`config.mk`:
```
export PLATFORM = sky130hd
export DESIGN_NAME = xcvr_pin_ctl
export DESIGN_NICKNAME = d
export VERILOG_FILES = /design/src/include/xcvr_ctl_pkg.sv /design/src/logic/pin_sync.sv /design/src/logic/enable_latch.sv /design/src/logic/xcvr_pin_ctl.sv
export SDC_FILE = /design/constraint.sdc
export NUM_CORES = 1
export LEC_CHECK = 0
export BUFFER_PORTS_ARGS = -buffer_cell sky130_fd_sc_hd__buf_2
export CAP_MARGIN = 10
export CORE_MARGIN = 10
export CORE_UTILIZATION = 25
export CTS_CLUSTER_SIZE = 24
export DETAILED_ROUTE_END_ITERATION = 6
export PLACE_DENSITY = 0.5
export SYNTH_ARGS = -nofsm -noshare
export SYNTH_HDL_FRONTEND = slang
export SYNTH_SLANG_ARGS = --single-unit
```
`constraint.sdc`:
```
create_clock -name mclk_in -period 1.8 [get_ports mclk_in]
set_input_delay 0.09 -clock mclk_in [delete_from_list [all_inputs] [get_ports mclk_in]]
set_output_delay 0.09 -clock mclk_in [all_outputs]
set_load 0.005 [all_outputs]
```
`src/include/xcvr_ctl_pkg.sv`:
```
// constants shared by the transceiver pin-control block and its helpers
// assumes one 40 MHz clock and an AXI4-Lite master with 32-bit data
package xcvr_ctl_pkg;

  // ****************************************************************
  // widths
  // ****************************************************************
  localparam int unsigned EN_W = 8;
  localparam int unsigned CH_N = 4;
  localparam int unsigned ADDR_W = 8;
  localparam int unsigned DATA_W = 32;

  // ****************************************************************
  // register map (byte addresses)
  // ****************************************************************
  localparam logic [7:0] LATCH_STATE_ADDR = 8'h00;
  localparam logic [7:0] LINK_STATE_ADDR = 8'h04;
  localparam logic [7:0] IRQ_STATUS_ADDR = 8'h08;
  localparam logic [7:0] IRQ_CLEAR_ADDR = 8'h0C;
  localparam logic [7:0] IRQ_ENABLE_ADDR = 8'h10;

  // field positions inside the readable words
  localparam int unsigned DRV_LSB = 0;
  localparam int unsigned BIST_LSB = 8;
  localparam int unsigned RXPWR_LSB = 16;
  localparam int unsigned FAULT_LSB = 0;
  localparam int unsigned CODE_LSB = 4;
  localparam int unsigned SLAVE_BIT = 6;
  localparam int unsigned LEAD_LSB = 8;

  // interrupt event bits
  localparam int unsigned IRQ_N = 4;
  localparam int unsigned EV_FAULT = 0;
  localparam int unsigned EV_SYNC = 1;
  localparam int unsigned EV_INSERT = 2;
  localparam int unsigned EV_DELETE = 3;

  // ****************************************************************
  // reset values
  // ****************************************************************
  localparam logic [7:0] DRV_RESET = 8'hFF;   // every serial driver on
  localparam logic [7:0] BIST_RESET = 8'hFF;  // self-test off everywhere
  localparam logic [7:0] RXPWR_RESET = 8'hFF; // every receive channel on
  localparam logic [3:0] IRQ_EN_RESET = 4'h0;

  // ****************************************************************
  // bonding status codes
  // ****************************************************************
  localparam logic [1:0] BOND_WORD_SYNC = 2'h0;
  localparam logic [1:0] BOND_INSERT = 2'h1;
  localparam logic [1:0] BOND_DELETE = 2'h2;
  localparam logic [1:0] BOND_NORMAL = 2'h3;

  // ****************************************************************
  // axi response codes
  // ****************************************************************
  localparam logic [1:0] RESP_OKAY = 2'h0;
  localparam logic [1:0] RESP_SLVERR = 2'h2;

endpackage : xcvr_ctl_pkg

```
`src/logic/pin_sync.sv`:
```
// two-flop synchroniser for asynchronous pins
// assumes the destination clock is mclk_in; the first flop feeds only the second
`timescale 1ns/100ps
`default_nettype none
module pin_sync #(
  parameter int unsigned WIDTH = 1,
  parameter logic [WIDTH-1:0] RESET_VAL = '0
) (
  // clock and reset
  input wire logic mclk_in,
  input wire logic nrst_in,
  // pins
  input wire logic [WIDTH-1:0] async_in,
  output logic [WIDTH-1:0] sync_out
);

  logic [WIDTH-1:0] meta_reg;
  logic [WIDTH-1:0] sync_reg;

  // two stages; only sync_reg is visible outside
  always_ff @(posedge mclk_in or negedge nrst_in) begin
    if (!nrst_in) begin
      meta_reg <= RESET_VAL;
      sync_reg <= RESET_VAL;
    end else begin
      meta_reg <= async_in;
      sync_reg <= meta_reg;
    end
  end

  assign sync_out = sync_reg;

endmodule : pin_sync
`default_nettype wire

```
`src/logic/enable_latch.sv`:
```
// one enable latch: transparent while its strobe is high, holds when low
// assumes strobe and data have already been synchronised to mclk_in
`timescale 1ns/100ps
`default_nettype none
module enable_latch #(
  parameter logic [7:0] RESET_VAL = 8'hFF
) (
  // clock and reset
  input wire logic mclk_in,
  input wire logic nrst_in,
  // strobe and shared data
  input wire logic strobe_in,
  input wire logic [7:0] data_in,
  // latched value
  output logic [7:0] latch_out
);

  logic [7:0] latch_reg;

  // modelled as a flop so timing stays in one domain; reset forces the
  // safe all-ones value whatever the strobe was doing
  always_ff @(posedge mclk_in or negedge nrst_in) begin
    if (!nrst_in) begin
      latch_reg <= RESET_VAL;
    end else if (strobe_in) begin
      latch_reg <= data_in;
    end
  end

  assign latch_out = latch_reg;

endmodule : enable_latch
`default_nettype wire

```
`src/logic/xcvr_pin_ctl.sv`:
```
// transceiver pin control: enable latches, link fault pins, bonding status
// bus and an AXI4-Lite register window with interrupt
// assumes mclk_in is the receive output clock; pins are asynchronous
//
// Summary of operation
// - driver latch follows bus while strobe high
// - self-test latch follows bus while strobe high
// - receive-power latch follows bus while strobe high
// - reset leaves every receive channel enabled
// - link fault low on any of four conditions
// - bond bus used only between bonded devices
// - bond bus timed with receive output data
// - master drives lead channel buffer status
// - code 00 means word sync received
// - code 01 means insert one K28.5
// - code 10 deletes framing, 11 normal
// - slave leaves bond bus undriven, reads it
// - driver bit high enables, low powers down
// - self-test bit low selects pattern mode
//
// Implementation choices: the placing of the registers and the AXI4-Lite interface to the registers.
`timescale 1ns/100ps
`default_nettype none
module xcvr_pin_ctl (
  // clock and reset
  input wire logic mclk_in,
  input wire logic nrst_in,
  // enable pins
  input wire logic [7:0] shared_enable_bus_in,
  input wire logic driver_latch_strobe_in,
  input wire logic selftest_latch_strobe_in,
  input wire logic rx_power_latch_strobe_in,
  // latched enables to the analog and test logic
  output logic [7:0] driver_enable_out,
  output logic [7:0] selftest_enable_n_out,
  output logic [7:0] rx_power_enable_out,
  // receive quality conditions, one bit per channel a..d
  input wire logic [3:0] freq_out_of_range_in,
  input wire logic [3:0] amplitude_low_in,
  input wire logic [3:0] density_low_in,
  // link fault pins
  output logic link_fault_n_a_out,
  output logic link_fault_n_b_out,
  output logic link_fault_n_c_out,
  output logic link_fault_n_d_out,
  // elastic buffer events, one bit per channel a..d
  input wire logic [3:0] eb_word_sync_in,
  input wire logic [3:0] eb_insert_in,
  input wire logic [3:0] eb_delete_in,
  // bonding configuration pins
  input wire logic master_select_n_in,
  input wire logic lead_channel_select_b_in,
  input wire logic lead_channel_select_d_in,
  // open-drain bonding status bus
  input wire logic [1:0] bond_status_bus_in,
  output logic [1:0] bond_status_bus_out,
  output logic [1:0] bond_status_bus_oe_n_out,
  output logic [1:0] bond_code_out,
  // axi4-lite write address and data
  input wire logic [7:0] s_axi_awaddr,
  input wire logic s_axi_awvalid,
  output logic s_axi_awready,
  input wire logic [31:0] s_axi_wdata,
  input wire logic [3:0] s_axi_wstrb,
  input wire logic s_axi_wvalid,
  output logic s_axi_wready,
  // axi4-lite write response
  output logic [1:0] s_axi_bresp,
  output logic s_axi_bvalid,
  input wire logic s_axi_bready,
  // axi4-lite read
  input wire logic [7:0] s_axi_araddr,
  input wire logic s_axi_arvalid,
  output logic s_axi_arready,
  output logic [31:0] s_axi_rdata,
  output logic [1:0] s_axi_rresp,
  output logic s_axi_rvalid,
  input wire logic s_axi_rready,
  // interrupt
  output logic irq_out
);

  // ****************************************************************
  // pin synchronisers
  // ****************************************************************
  logic [7:0] bus_sync;
  logic [2:0] strobe_sync;
  logic [2:0] cfg_sync;
  logic [1:0] bond_in_sync;

  pin_sync #(.WIDTH(8), .RESET_VAL(8'hFF)) u_bus_sync (
    .mclk_in(mclk_in),
    .nrst_in(nrst_in),
    .async_in(shared_enable_bus_in),
    .sync_out(bus_sync)
  );

  // strobes reset low so no latch opens while reset is being released
  pin_sync #(.WIDTH(3), .RESET_VAL(3'h0)) u_strobe_sync (
    .mclk_in(mclk_in),
    .nrst_in(nrst_in),
    .async_in({rx_power_latch_strobe_in, selftest_latch_strobe_in,
               driver_latch_strobe_in}),
    .sync_out(strobe_sync)
  );

  // reset as slave so the bus is never driven before the straps settle
  pin_sync #(.WIDTH(3), .RESET_VAL(3'h1)) u_cfg_sync (
    .mclk_in(mclk_in),
    .nrst_in(nrst_in),
    .async_in({lead_channel_select_d_in, lead_channel_select_b_in, master_select_n_in}),
    .sync_out(cfg_sync)
  );

  pin_sync #(.WIDTH(2), .RESET_VAL(2'h3)) u_bond_sync (
    .mclk_in(mclk_in),
    .nrst_in(nrst_in),
    .async_in(bond_status_bus_in),
    .sync_out(bond_in_sync)
  );

  logic slave_mode;
  logic [1:0] lead_ch;
  assign slave_mode = cfg_sync[0];
  assign lead_ch = cfg_sync[2:1];

  // ****************************************************************
  // enable latches
  // ****************************************************************
  // driver: high bit enables the differential driver, low powers it down
  enable_latch #(.RESET_VAL(xcvr_ctl_pkg::DRV_RESET)) u_drv_latch (
    .mclk_in(mclk_in),
    .nrst_in(nrst_in),
    .strobe_in(strobe_sync[0]),
    .data_in(bus_sync),
    .latch_out(driver_enable_out)
  );

  // self-test: low bit puts the channel in pattern generate or compare
  enable_latch #(.RESET_VAL(xcvr_ctl_pkg::BIST_RESET)) u_bist_latch (
    .mclk_in(mclk_in),
    .nrst_in(nrst_in),
    .strobe_in(strobe_sync[1]),
    .data_in(bus_sync),
    .latch_out(selftest_enable_n_out)
  );

  enable_latch #(.RESET_VAL(xcvr_ctl_pkg::RXPWR_RESET)) u_rx_latch (
    .mclk_in(mclk_in),
    .nrst_in(nrst_in),
    .strobe_in(strobe_sync[2]),
    .data_in(bus_sync),
    .latch_out(rx_power_enable_out)
  );

  // ****************************************************************
  // link fault outputs
  // ****************************************************************
  // channel x is powered only while both of its enable bits are high
  function automatic logic [3:0] rx_disabled(input logic [7:0] en);
    logic [3:0] dis;
    dis = '0;
    for (int i = 0; i < 4; i++) begin
      dis[i] = !(en[2*i] && en[2*i+1]);
    end
    return dis;
  endfunction : rx_disabled

  logic [3:0] fault_cond;
  logic [3:0] fault_n_reg;
  assign fault_cond = freq_out_of_range_in | amplitude_low_in | density_low_in
                    | rx_disabled(rx_power_enable_out);

  // registered so the pins move with the receive output clock
  always_ff @(posedge mclk_in or negedge nrst_in) begin
    if (!nrst_in) begin
      fault_n_reg <= 4'hF;
    end else begin
      fault_n_reg <= ~fault_cond;
    end
  end

  assign link_fault_n_a_out = fault_n_reg[0];
  assign link_fault_n_b_out = fault_n_reg[1];
  assign link_fault_n_c_out = fault_n_reg[2];
  assign link_fault_n_d_out = fault_n_reg[3];

  // ****************************************************************
  // bonding status bus
  // ****************************************************************
  // word sync outranks insert, insert outranks delete
  function automatic logic [1:0] eb_code(input logic sync, input logic ins, input logic del);
    logic [1:0] c;
    c = xcvr_ctl_pkg::BOND_NORMAL;
    if (sync) begin
      c = xcvr_ctl_pkg::BOND_WORD_SYNC;
    end else if (ins) begin
      c = xcvr_ctl_pkg::BOND_INSERT;
    end else if (del) begin
      c = xcvr_ctl_pkg::BOND_DELETE;
    end
    return c;
  endfunction : eb_code

  logic [1:0] code_reg;
  logic [1:0] master_code;
  assign master_code = eb_code(eb_word_sync_in[lead_ch], eb_insert_in[lead_ch],
                               eb_delete_in[lead_ch]);

  // one register stage, same edge as the parallel receive data
  always_ff @(posedge mclk_in or negedge nrst_in) begin
    if (!nrst_in) begin
      code_reg <= xcvr_ctl_pkg::BOND_NORMAL;
    end else if (slave_mode) begin
      code_reg <= bond_in_sync;
    end else begin
      code_reg <= master_code;
    end
  end

  // open drain: only a zero is ever driven, a slave drives nothing; the
  // bus only matters when devices are bonded, otherwise it floats high
  assign bond_status_bus_out = 2'h0;
  assign bond_status_bus_oe_n_out = slave_mode ? 2'h3 : code_reg;
  assign bond_code_out = code_reg;

  // ****************************************************************
  // interrupt events and registers
  // ****************************************************************
  logic [3:0] irq_status_reg;
  logic [3:0] irq_enable_reg;
  logic [3:0] irq_clear;
  logic [3:0] irq_event;
  logic [3:0] fault_n_prev_reg;

  always_ff @(posedge mclk_in or negedge nrst_in) begin
    if (!nrst_in) begin
      fault_n_prev_reg <= 4'hF;
    end else begin
      fault_n_prev_reg <= fault_n_reg;
    end
  end

  assign irq_event[xcvr_ctl_pkg::EV_FAULT] = |(fault_n_prev_reg & ~fault_n_reg);
  assign irq_event[xcvr_ctl_pkg::EV_SYNC] = (code_reg == xcvr_ctl_pkg::BOND_WORD_SYNC);
  assign irq_event[xcvr_ctl_pkg::EV_INSERT] = (code_reg == xcvr_ctl_pkg::BOND_INSERT);
  assign irq_event[xcvr_ctl_pkg::EV_DELETE] = (code_reg == xcvr_ctl_pkg::BOND_DELETE);

  // a new event in the clearing cycle wins, so nothing is lost
  always_ff @(posedge mclk_in or negedge nrst_in) begin
    if (!nrst_in) begin
      irq_status_reg <= 4'h0;
    end else begin
      irq_status_reg <= (irq_status_reg & ~irq_clear) | irq_event;
    end
  end

  assign irq_out = |(irq_status_reg & irq_enable_reg);

  // ****************************************************************
  // axi4-lite slave
  // ****************************************************************
  logic aw_have_reg;
  logic w_have_reg;
  logic [7:0] awaddr_reg;
  logic [31:0] wdata_reg;
  logic [3:0] wstrb_reg;
  logic bvalid_reg;
  logic [1:0] bresp_reg;
  logic rvalid_reg;
  logic [31:0] rdata_reg;
  logic [1:0] rresp_reg;
  logic wr_go;

  function automatic logic is_mapped(input logic [7:0] a);
    return (a == xcvr_ctl_pkg::LATCH_STATE_ADDR) || (a == xcvr_ctl_pkg::LINK_STATE_ADDR)
        || (a == xcvr_ctl_pkg::IRQ_STATUS_ADDR) || (a == xcvr_ctl_pkg::IRQ_CLEAR_ADDR)
        || (a == xcvr_ctl_pkg::IRQ_ENABLE_ADDR);
  endfunction : is_mapped

  assign s_axi_awready = !aw_have_reg && !bvalid_reg;
  assign s_axi_wready = !w_have_reg && !bvalid_reg;
  assign wr_go = aw_have_reg && w_have_reg;

  // address and data are taken in either order and held until both exist
  always_ff @(posedge mclk_in or negedge nrst_in) begin
    if (!nrst_in) begin
      aw_have_reg <= 1'b0;
      w_have_reg <= 1'b0;
      awaddr_reg <= 8'h00;
      wdata_reg <= 32'h0000_0000;
      wstrb_reg <= 4'h0;
    end else if (wr_go) begin
      aw_have_reg <= 1'b0;
      w_have_reg <= 1'b0;
    end else begin
      if (s_axi_awvalid && s_axi_awready) begin
        aw_have_reg <= 1'b1;
        awaddr_reg <= {s_axi_awaddr[7:2], 2'h0};
      end
      if (s_axi_wvalid && s_axi_wready) begin
        w_have_reg <= 1'b1;
        wdata_reg <= s_axi_wdata;
        wstrb_reg <= s_axi_wstrb;
      end
    end
  end

  // write response one cycle after both halves are held
  always_ff @(posedge mclk_in or negedge nrst_in) begin
    if (!nrst_in) begin
      bvalid_reg <= 1'b0;
      bresp_reg <= xcvr_ctl_pkg::RESP_OKAY;
    end else if (wr_go) begin
      bvalid_reg <= 1'b1;
      bresp_reg <= is_mapped(awaddr_reg) ? xcvr_ctl_pkg::RESP_OKAY
                                         : xcvr_ctl_pkg::RESP_SLVERR;
    end else if (s_axi_bready) begin
      bvalid_reg <= 1'b0;
    end
  end

  // clear is a one-cycle pulse; only the low byte lane carries bits
  assign irq_clear = (wr_go && awaddr_reg == xcvr_ctl_pkg::IRQ_CLEAR_ADDR && wstrb_reg[0])
                   ? wdata_reg[3:0] : 4'h0;

  always_ff @(posedge mclk_in or negedge nrst_in) begin
    if (!nrst_in) begin
      irq_enable_reg <= xcvr_ctl_pkg::IRQ_EN_RESET;
    end else if (wr_go && awaddr_reg == xcvr_ctl_pkg::IRQ_ENABLE_ADDR && wstrb_reg[0]) begin
      irq_enable_reg <= wdata_reg[3:0];
    end
  end

  // read data are built from live state at the address handshake
  logic [31:0] rd_word;
  always_comb begin
    rd_word = 32'h0000_0000;
    case ({s_axi_araddr[7:2], 2'h0})
      xcvr_ctl_pkg::LATCH_STATE_ADDR: begin
        rd_word[xcvr_ctl_pkg::DRV_LSB +: 8] = driver_enable_out;
        rd_word[xcvr_ctl_pkg::BIST_LSB +: 8] = selftest_enable_n_out;
        rd_word[xcvr_ctl_pkg::RXPWR_LSB +: 8] = rx_power_enable_out;
      end
      xcvr_ctl_pkg::LINK_STATE_ADDR: begin
        rd_word[xcvr_ctl_pkg::FAULT_LSB +: 4] = fault_n_reg;
        rd_word[xcvr_ctl_pkg::CODE_LSB +: 2] = code_reg;
        rd_word[xcvr_ctl_pkg::SLAVE_BIT] = slave_mode;
        rd_word[xcvr_ctl_pkg::LEAD_LSB +: 2] = lead_ch;
      end
      xcvr_ctl_pkg::IRQ_STATUS_ADDR: rd_word[3:0] = irq_status_reg;
      xcvr_ctl_pkg::IRQ_ENABLE_ADDR: rd_word[3:0] = irq_enable_reg;
      default: rd_word = 32'h0000_0000;
    endcase
  end

  assign s_axi_arready = !rvalid_reg;

  always_ff @(posedge mclk_in or negedge nrst_in) begin
    if (!nrst_in) begin
      rvalid_reg <= 1'b0;
      rdata_reg <= 32'h0000_0000;
      rresp_reg <= xcvr_ctl_pkg::RESP_OKAY;
    end else if (s_axi_arvalid && s_axi_arready) begin
      rvalid_reg <= 1'b1;
      rdata_reg <= rd_word;
      rresp_reg <= is_mapped({s_axi_araddr[7:2], 2'h0}) ? xcvr_ctl_pkg::RESP_OKAY
                                                       : xcvr_ctl_pkg::RESP_SLVERR;
    end else if (s_axi_rready) begin
      rvalid_reg <= 1'b0;
    end
  end

  assign s_axi_bvalid = bvalid_reg;
  assign s_axi_bresp = bresp_reg;
  assign s_axi_rvalid = rvalid_reg;
  assign s_axi_rdata = rdata_reg;
  assign s_axi_rresp = rresp_reg;
endmodule : xcvr_pin_ctl
`default_nettype wire

```
# After elaboration in Yosys (flattened, before gate mapping)
# Cells that the tools add are included.
# word_totals
reg_bits	117
out_inout_bits	76
wordCells	116
# classes
n_lt_le_gt_ge	1
eq_ne	10
mux	27
bitwise	11
n_reduce_logical	41
# op_table
op	count
equality test 6 x 2 -> 1 bit, second input constant	4
bitwise OR 4 bit	4
one-hot mux 4 bit (4 select lines)	1
logical AND 1 bit	14
two-way mux 14 bit	1
two-way mux 1 bit	13
bitwise AND 4 bit	3
equality test 6 x 1 -> 1 bit, second input constant	2
equality test 6 x 3 -> 1 bit, second input constant	2
two-way mux 2 bit	6
inverter 4 bit	3
zero test 1 bit	8
zero test 8 bit	1
logical OR 1 bit	8
nonzero test 2 bit	4
OR reduction 4 bit	2
binary-select mux 1 bit (select 2 bit)	3
zero test 6 bit	1
one-hot mux 3 bit (2 select lines)	1
two-way mux 4 bit	1
one-hot mux 2 bit (2 select lines)	1
AND reduction 2 bit	2
< comparator 2 x 3 -> 1 bit, second input constant	1
equality test 2 x 1 -> 1 bit, second input constant	1
3 further kinds	3

# Logic depth before layout (Yosys ltp)
# Gate-level depths: netlist of the first run.
# logic_depth
word_depth	7
depth_mapped	5

# Modules after synthesis
# A second synthesis of the first run with hierarchy kept.
# unflattened
hier_cells	302
area_unflattened_um2	4470.5
# modules_own_cells
mod	instances	cells_per_inst	area_per_inst_um2	seq_area_each_um2
xcvr_pin_ctl	1	219	2617.5	1488.9
enable_latch	3	17	341.6	210.2
pin_sync at u_bus_sync	1	16	420.4	420.4
pin_sync at u_cfg_sync	1	6	152.6	152.6
pin_sync at u_strobe_sync	1	6	150.1	150.1
pin_sync at u_bond_sync	1	4	105.1	105.1

# Worst setup path after synthesis of the first run
# OpenSTA, ideal clock, no wires.
# synth_path
path_kind	register to register
start	register awaddr_reg[5]
end	register irq_status_reg[0]
arrival_ns	1.413
required_time_ns	1.676
path_slack_ns	0.263
stages_incl_launch_ff	5
path_cell_list	dfrtp_1 or3_4 nor4_4 nand2_1 a211o_1
# synth_via
elab_chain_len	7
# synth_rtl
item	line_no	rtl
start: declaration	xcvr_pin_ctl.sv:265	logic [7:0] awaddr_reg;
start signal: assignment	xcvr_pin_ctl.sv:299	awaddr_reg <= {s_axi_awaddr[7:2], 2'h0};
equality test 6 x 2 -> 1 bit	xcvr_pin_ctl.sv:324	assign irq_clear = (wr_go && awaddr_reg == xcvr_ctl_pkg::IRQ_CLEAR_ADDR && wstrb_reg[0])
logical AND 1 bit (2 in a row)	xcvr_pin_ctl.sv:324	
two-way mux 4 bit	xcvr_pin_ctl.sv:325	? wdata_reg[3:0] : 4'h0;
inverter 4 bit	xcvr_pin_ctl.sv:254	irq_status_reg <= (irq_status_reg & ~irq_clear) | irq_event;
bitwise AND 4 bit	xcvr_pin_ctl.sv:254	
bitwise OR 4 bit	xcvr_pin_ctl.sv:254	
end signal: assignment	xcvr_pin_ctl.sv:254	
end: declaration	xcvr_pin_ctl.sv:230	logic [3:0] irq_status_reg;
# Every way passes these cells.
# A chain may end at the register's enable or synchronous reset.

# Worst setup path after layout of the first run
# layout_path
start	register awaddr_reg[5]
end	register irq_status_reg[2]
# The elaborated chain is that of the path after synthesis.

==> metrics.cfg, run 1 <==
[synthesis]
ys_ff_latch=115
yosys_warnings=0
ys_types=38
synth_top_area_cell=dfrtp_1
synth_area_leaders=dfrtp_1 (34%), dfstp_2 (34%), mux2_2 (10%), a22o_1 (3.6%), buf_4 (2.1%)
synth_top_area_share_pct=33.8
synthCells=303
synth_area_um2=4360
synth_edf_count=0
synthFlopType=dfrtp_1
avgSynthCellArea_um2=14.4
synthArstFlopShare_pct=100
ys_seq_area_share_pct=67.6

[timing]
tns_ps=0
drv_slew=0
rsz0062_at_grt=false
fin_crit_sh_pct=89.1
hold_violations=0
post-route-min-period_ps=1600
finalClockSkew_ps=6.33
fmax_ghz=0.624
final-setup-viol-count=0
layout_setup_ws_ps=197

[clock_network]
numCtsBuffers=17
clk_pin_slew_ps=60
cts_setup_buffers=0
cts_tree=yes
clockBufferDepth=2
cts.hold.buffers_added=38
clock-sinks=115
clockRootBuffer=clkbuf_16
htree_num_levels=4
cts_resized=0
clkLatencyLatePin_ps=410

[placed_design]
preCtsSetupSlack_ps=197
portBuffers=127
routabilityCongestion=0.779
place_area_um2=5250
dp_hpwl_um=8910

[hold_path]
worstHoldEndpoint=s_axi_rresp[1]
hold_path_depth=4
hold_start=s_axi_araddr[6]
hold_class=in -> reg

[power]
p_leak_nw=2.86
seqPwrFrac_pct=43.3
p_sw_share_pct=25.7
p_int_w=0.00559
pwr-share-clk_pct=44.0
irDropWorstVdd_mv=0.683
combPwrFrac_pct=12.8
p_per_area_nw_per_um2=1210
power.switching_w=0.00193

[critical_path]
cp_max_fo=3
r2r-start=awaddr_reg[5]
timing.rr.end=irq_status_reg[2]
r2r_slack_ps=200
cp.required_ps=2090
slowest_delay_ps=420
end_kind=flop
crit_path_top_delay_cell=or3_4
cp-start-kind=flop
arrival_ps=1900
reg2regPathDepth=5
crit_type=reg -> reg
path_cells=or3_4 > nor4_4 > buf_4 > nand2_1 > a22o_1

[final_layout]
largest_reg_flops=24
layout_common_cells=buf_2 (126), dfrtp_1 (59), dfstp_2 (56)
fin_nets=579
layout-drive-gt1-share_pct=54.6
final_common_cell=buf_2
antenna_cells=0
syn_to_final_growth_pct=42.6
final_area_um2=6220

[floorplan]
core_um2=17200
row_count=48
io_pins=175
dieArea_um2=23100
die_x_um=152
die_h_um=152
initial_core_util_pct=25.4

[detailed_routing]
firstDrtPassIters=4
routed_wl_um=11900
drtIter0Drc=75
ant_nets=0
via_per_inst=4.25
wl_per_cell_um=16.5
num_vias=3049
remaining_drc_errors=0

[global_route]
grt.total_usage_pct=10.3
grt_max_degree=58
grt_pass1_vias=3374
antenna_found_initial=0
grt_overflow_total=0
grt_first_pass_wirelength_um=18700

[job]
drv_cap=0

[run_status]
outcome=finished clean

## cell families (layout without fill, tap and decap cells)
group           Yosys count  count (layout)  share of synthesized area [%]
buf+inv                  32             211                           3.84
mux                      44              44                           12.1
other cells               1              12                         0.0860
flops                   115             115                           67.6
compound gates           50              50                           9.15
simple gates             61              61                           7.26
## power groups by stage
stage / sequential, W / combinational (W) / clock [W]
floorplan: 0.00320 / 0.000551 / 0
global placement: 0.00329 / 0.000894 / 0
detailed placement: 0.00330 / 0.000918 / 0
CTS: 0.00327 / 0.000982 / 0.00339
global route: 0.00331 / 0.00107 / 0.00352
finish: 0.00326 / 0.000959 / 0.00331
## worst max path at each step
stage | from | end | slack [ps] | cells after the start
final | awaddr_reg[5] | irq_status_reg[2] | 200 | 5
after CTS | awaddr_reg[5] | irq_status_reg[0] | 180 | 4
after global placement | awaddr_reg[5] | irq_status_reg[0] | 210 | 4
after detailed placement | awaddr_reg[5] | irq_status_reg[0] | 200 | 4
after global routing | awaddr_reg[5] | irq_status_reg[2] | 120 | 5
after floorplan | awaddr_reg[5] | irq_status_reg[0] | 260 | 4
## Yosys cell counts (2+ instances only)
cell type,n
nand2_1,22
dfrtp_1,59
nor2_1,12
nand3b_1,3
a21o_1,2
nand3_1,4
a221o_1,5
o22ai_1,2
o2bb2ai_1,2
mux2_2,40
mux4_2,3
a32o_1,2
o211ai_1,2
nor3_1,2
buf_2,2
o21ai_0,3
a22oi_1,2
dfstp_2,56
a21oi_1,5
and2_1,7
o31ai_1,2
clkbuf_1,10
a22o_1,18
nor4_1,4
inv_1,8
or2_2,2
buf_4,12
nor2b_1,2
## critical path, delay by kind of cell (launching register included)
family,cells,cell delay (ps)
buffers and inverters,1,170
AO/OA/AOI/OAI,1,170
flip-flops,1,380
AND/OR/NAND/NOR,3,770
## area by class of cell
class | instances | area [um^2]
multi-input combinational | 167 | 1290
timing repair buffer | 171 | 1080
sequential | 115 | 2950
clock buffer | 18 | 439
clock inverter | 14 | 153
tap | 225 | 282
fill | 1701 | 11000
inverter | 8 | 30.0
## metal layers
metal | vias up | track usage [%] | wire length, um
li1 | 1410 | - | -
met3 | 11 | 4.85 | 880
met1 | 1526 | 11.6 | 5020
met5 | - | 0 | 0
met4 | 0 | 3.44 | 112
met2 | 102 | 16.9 | 5860
## stage by stage
step	util [%]	hold WS [ps]	power (W)	instances
after floorplan	-	-206	0.00375	314
after global placement	30.6	71.9	0.00418	648
after detailed placement	30.6	77.6	0.00422	648
after CTS	36.2	29.2	0.00763	718
after global routing	36.2	58.5	0.00791	718
final	36.2	49.4	0.00752	718
(Power assumes the default switching activity.)
==> inputs of run 2 (changes only) <==
--- a/config.mk
+++ b/config.mk
@@ -11,7 +11,8 @@
 export CORE_UTILIZATION = 25
 export CTS_CLUSTER_SIZE = 24
 export DETAILED_ROUTE_END_ITERATION = 6
-export PLACE_DENSITY = 0.5
+export PLACE_DENSITY = 0.47
+export SETUP_SLACK_MARGIN = 0.1
 export SYNTH_ARGS = -nofsm -noshare
 export SYNTH_HDL_FRONTEND = slang
 export SYNTH_SLANG_ARGS = --single-unit
==> run 2 against run 1 <==
Net effect: die area is the same; flip-flop and latch count unchanged; core utilization about the same; routed wire length increased by 0.93%; cell count up 0.42%; largest cell class unchanged.
==> metrics.cfg, run 2 (synthesis gave the netlist of run 1 again) <==
[clock_network]
clockRootBuffer=clkbuf_16
clockBufferDepth=2  ; unchanged
numCtsBuffers=17  ; unchanged
htree_num_levels=4  ; unchanged
clk_pin_slew_ps=50  ; about the same
cts_resized=0  ; unchanged
clkLatencyLatePin_ps=410  ; about the same
cts.hold.buffers_added=41  ; +7.9%
clock-sinks=115  ; unchanged
cts_setup_buffers=0  ; unchanged
cts_tree=yes

[final_layout]
layout_common_cells=buf_2 (126), dfrtp_1 (59), dfstp_2 (56)
fin_nets=582  ; +0.52%
final_common_cell=buf_2
layout-drive-gt1-share_pct=53.4  ; -1.1 points
largest_reg_flops=24  ; unchanged
antenna_cells=0  ; unchanged
syn_to_final_growth_pct=42.7  ; about the same
fillCellCount=1681  ; -1.2%
seqCellArea_um2=2950  ; unchanged
final_util_pct=36.3  ; about the same
multiInputGateArea_um2=1290  ; unchanged

[floorplan]
die_h_um=152  ; unchanged
io_pins=175  ; unchanged
core_um2=17200  ; unchanged
initial_core_util_pct=25.4  ; unchanged
die_x_um=152  ; unchanged
row_count=48  ; unchanged
dieArea_um2=23100  ; unchanged

[timing]
post-route-min-period_ps=1600  ; -7.82 ps
fmax_ghz=0.627  ; +0.49%
finalClockSkew_ps=17.4  ; +11.1 ps
fin_crit_sh_pct=88.6  ; -0.43 points
final-setup-viol-count=0  ; unchanged
hold_violations=0  ; unchanged
drv_slew=0  ; unchanged
rsz0062_at_grt=false
tns_ps=0  ; unchanged

[critical_path]
reg2regPathDepth=5  ; unchanged
r2r_slack_ps=200  ; about the same
crit_type=reg -> reg
r2r-start=awaddr_reg[5]
cp-start-kind=flop
arrival_ps=1880  ; -20 ps
timing.rr.end=irq_status_reg[2]
cp_max_fo=3  ; unchanged
end_kind=flop
cp.required_ps=2090  ; about the same

[power]
power.switching_w=0.00184  ; -4.7%
p_per_area_nw_per_um2=1170  ; -3.4%
p_leak_nw=2.84  ; -0.46%
seqPwrFrac_pct=44.7  ; +1.4 points
p_sw_share_pct=25.3  ; -0.38 points
irDropWorstVdd_mv=0.667  ; -2.4%
p_int_w=0.00543  ; -2.8%
combPwrFrac_pct=13.3  ; +0.5 points
pwr-share-clk_pct=42.0  ; -2.0 points

[global_route]
grtUsageMet1_pct=12.3  ; +0.63 points
busiest_layer=met2
grt_pass1_vias=3385  ; +0.33%
met2_usage_pct=16.9  ; -0.041 points
grt_overflow_total=0  ; unchanged
met3_usage_pct=4.54  ; -0.31 points
grt_first_pass_wirelength_um=19100  ; +2.1%
antenna_found_initial=0  ; unchanged
grt.total_usage_pct=10.5  ; +0.19 points
grt_max_degree=64  ; +10%

[detailed_routing]
via_per_inst=4.23  ; -0.48%
remaining_drc_errors=0  ; unchanged
drtIter0Drc=76  ; +1.3%
num_vias=3047  ; -0.066%
firstDrtPassIters=4  ; unchanged
wl_per_cell_um=16.6  ; +0.51%
routed_wl_um=12000  ; +0.93%
ant_nets=0  ; unchanged

[hold_path]
hold_start=s_axi_araddr[6]
worstHoldEndpoint=s_axi_rresp[1]
hold_class=in -> reg
hold_path_depth=4  ; unchanged

[placed_design]
routabilityCongestion=0.769  ; -1.3%
dp_hpwl_um=8770  ; -1.5%
portBuffers=127  ; unchanged

[job]
drv_cap=0  ; unchanged

[run_status]
outcome=finished clean

-- run 2: changes by cell type in the layout (fill, tap and decap cells not counted) --
cell / change
buf_4: -2
clkinv_2: +2
clkbuf_1: +4
dlygate4sd3_1: +3
inv_6: -4
buf_12: +2
bufinv_16: -1
clkinvlp_4: +1
clkinv_4: -2
-- run 2: cell type report --
class	instances	area share (%)
inverters	8	0.482
flip-flops and latches	115	47.3
well taps	225	4.52
clock inverters	10	1.41
multi-input cells	167	20.8
repair buffers	174	18.2
clock buffers	22	7.29
-- run 2: power groups by stage --
stage	logic [W]	registers [W]	clock network, W
finish	0.000966	0.00325	0.00306
detailed placement	0.000919	0.00330	0
global placement	0.000899	0.00329	0
floorplan	0.000551	0.00320	0
CTS	0.000989	0.00326	0.00315
global route	0.00108	0.00331	0.00328
-- run 2: worst max-delay path by stage --
stage	start	end	cells after the start	slack, ps
global route	awaddr_reg[5]	irq_status_reg[2]	5	120
CTS	awaddr_reg[5]	irq_status_reg[0]	4	180
floorplan	awaddr_reg[5]	irq_status_reg[0]	4	260
finish	awaddr_reg[5]	irq_status_reg[2]	5	200
global placement	awaddr_reg[5]	irq_status_reg[2]	5	210
detailed placement	awaddr_reg[5]	irq_status_reg[0]	4	190
-- run 2: routing by layer --
layer,wire length (um),vias up
met2,5830,90
met4,143,0
li1,-,1417
met3,691,11
met5,0,-
met1,5320,1529
-- run 2: worst max-delay path, cell delays in order (launching register included) --
cell	delay, ps
dfrtp_1	370
or3_4	420
nor4_4	290
buf_4	170
nand2_1	60
a22o_1	180
-- run 2: stage by stage --
stage                     hold WS [ps]  worst slack [ps]  std cells  total power, W  instance area (um^2)
after floorplan                   -206               263        314         0.00375                  4400
final                             55.2               205        721         0.00728                  6230
after global placement            -105               207        648         0.00419                  5280
after global routing              51.8               123        721         0.00768                  6230
after CTS                         34.2               184        721         0.00741                  6230
after detailed placement          -104               195        648         0.00422                  5280
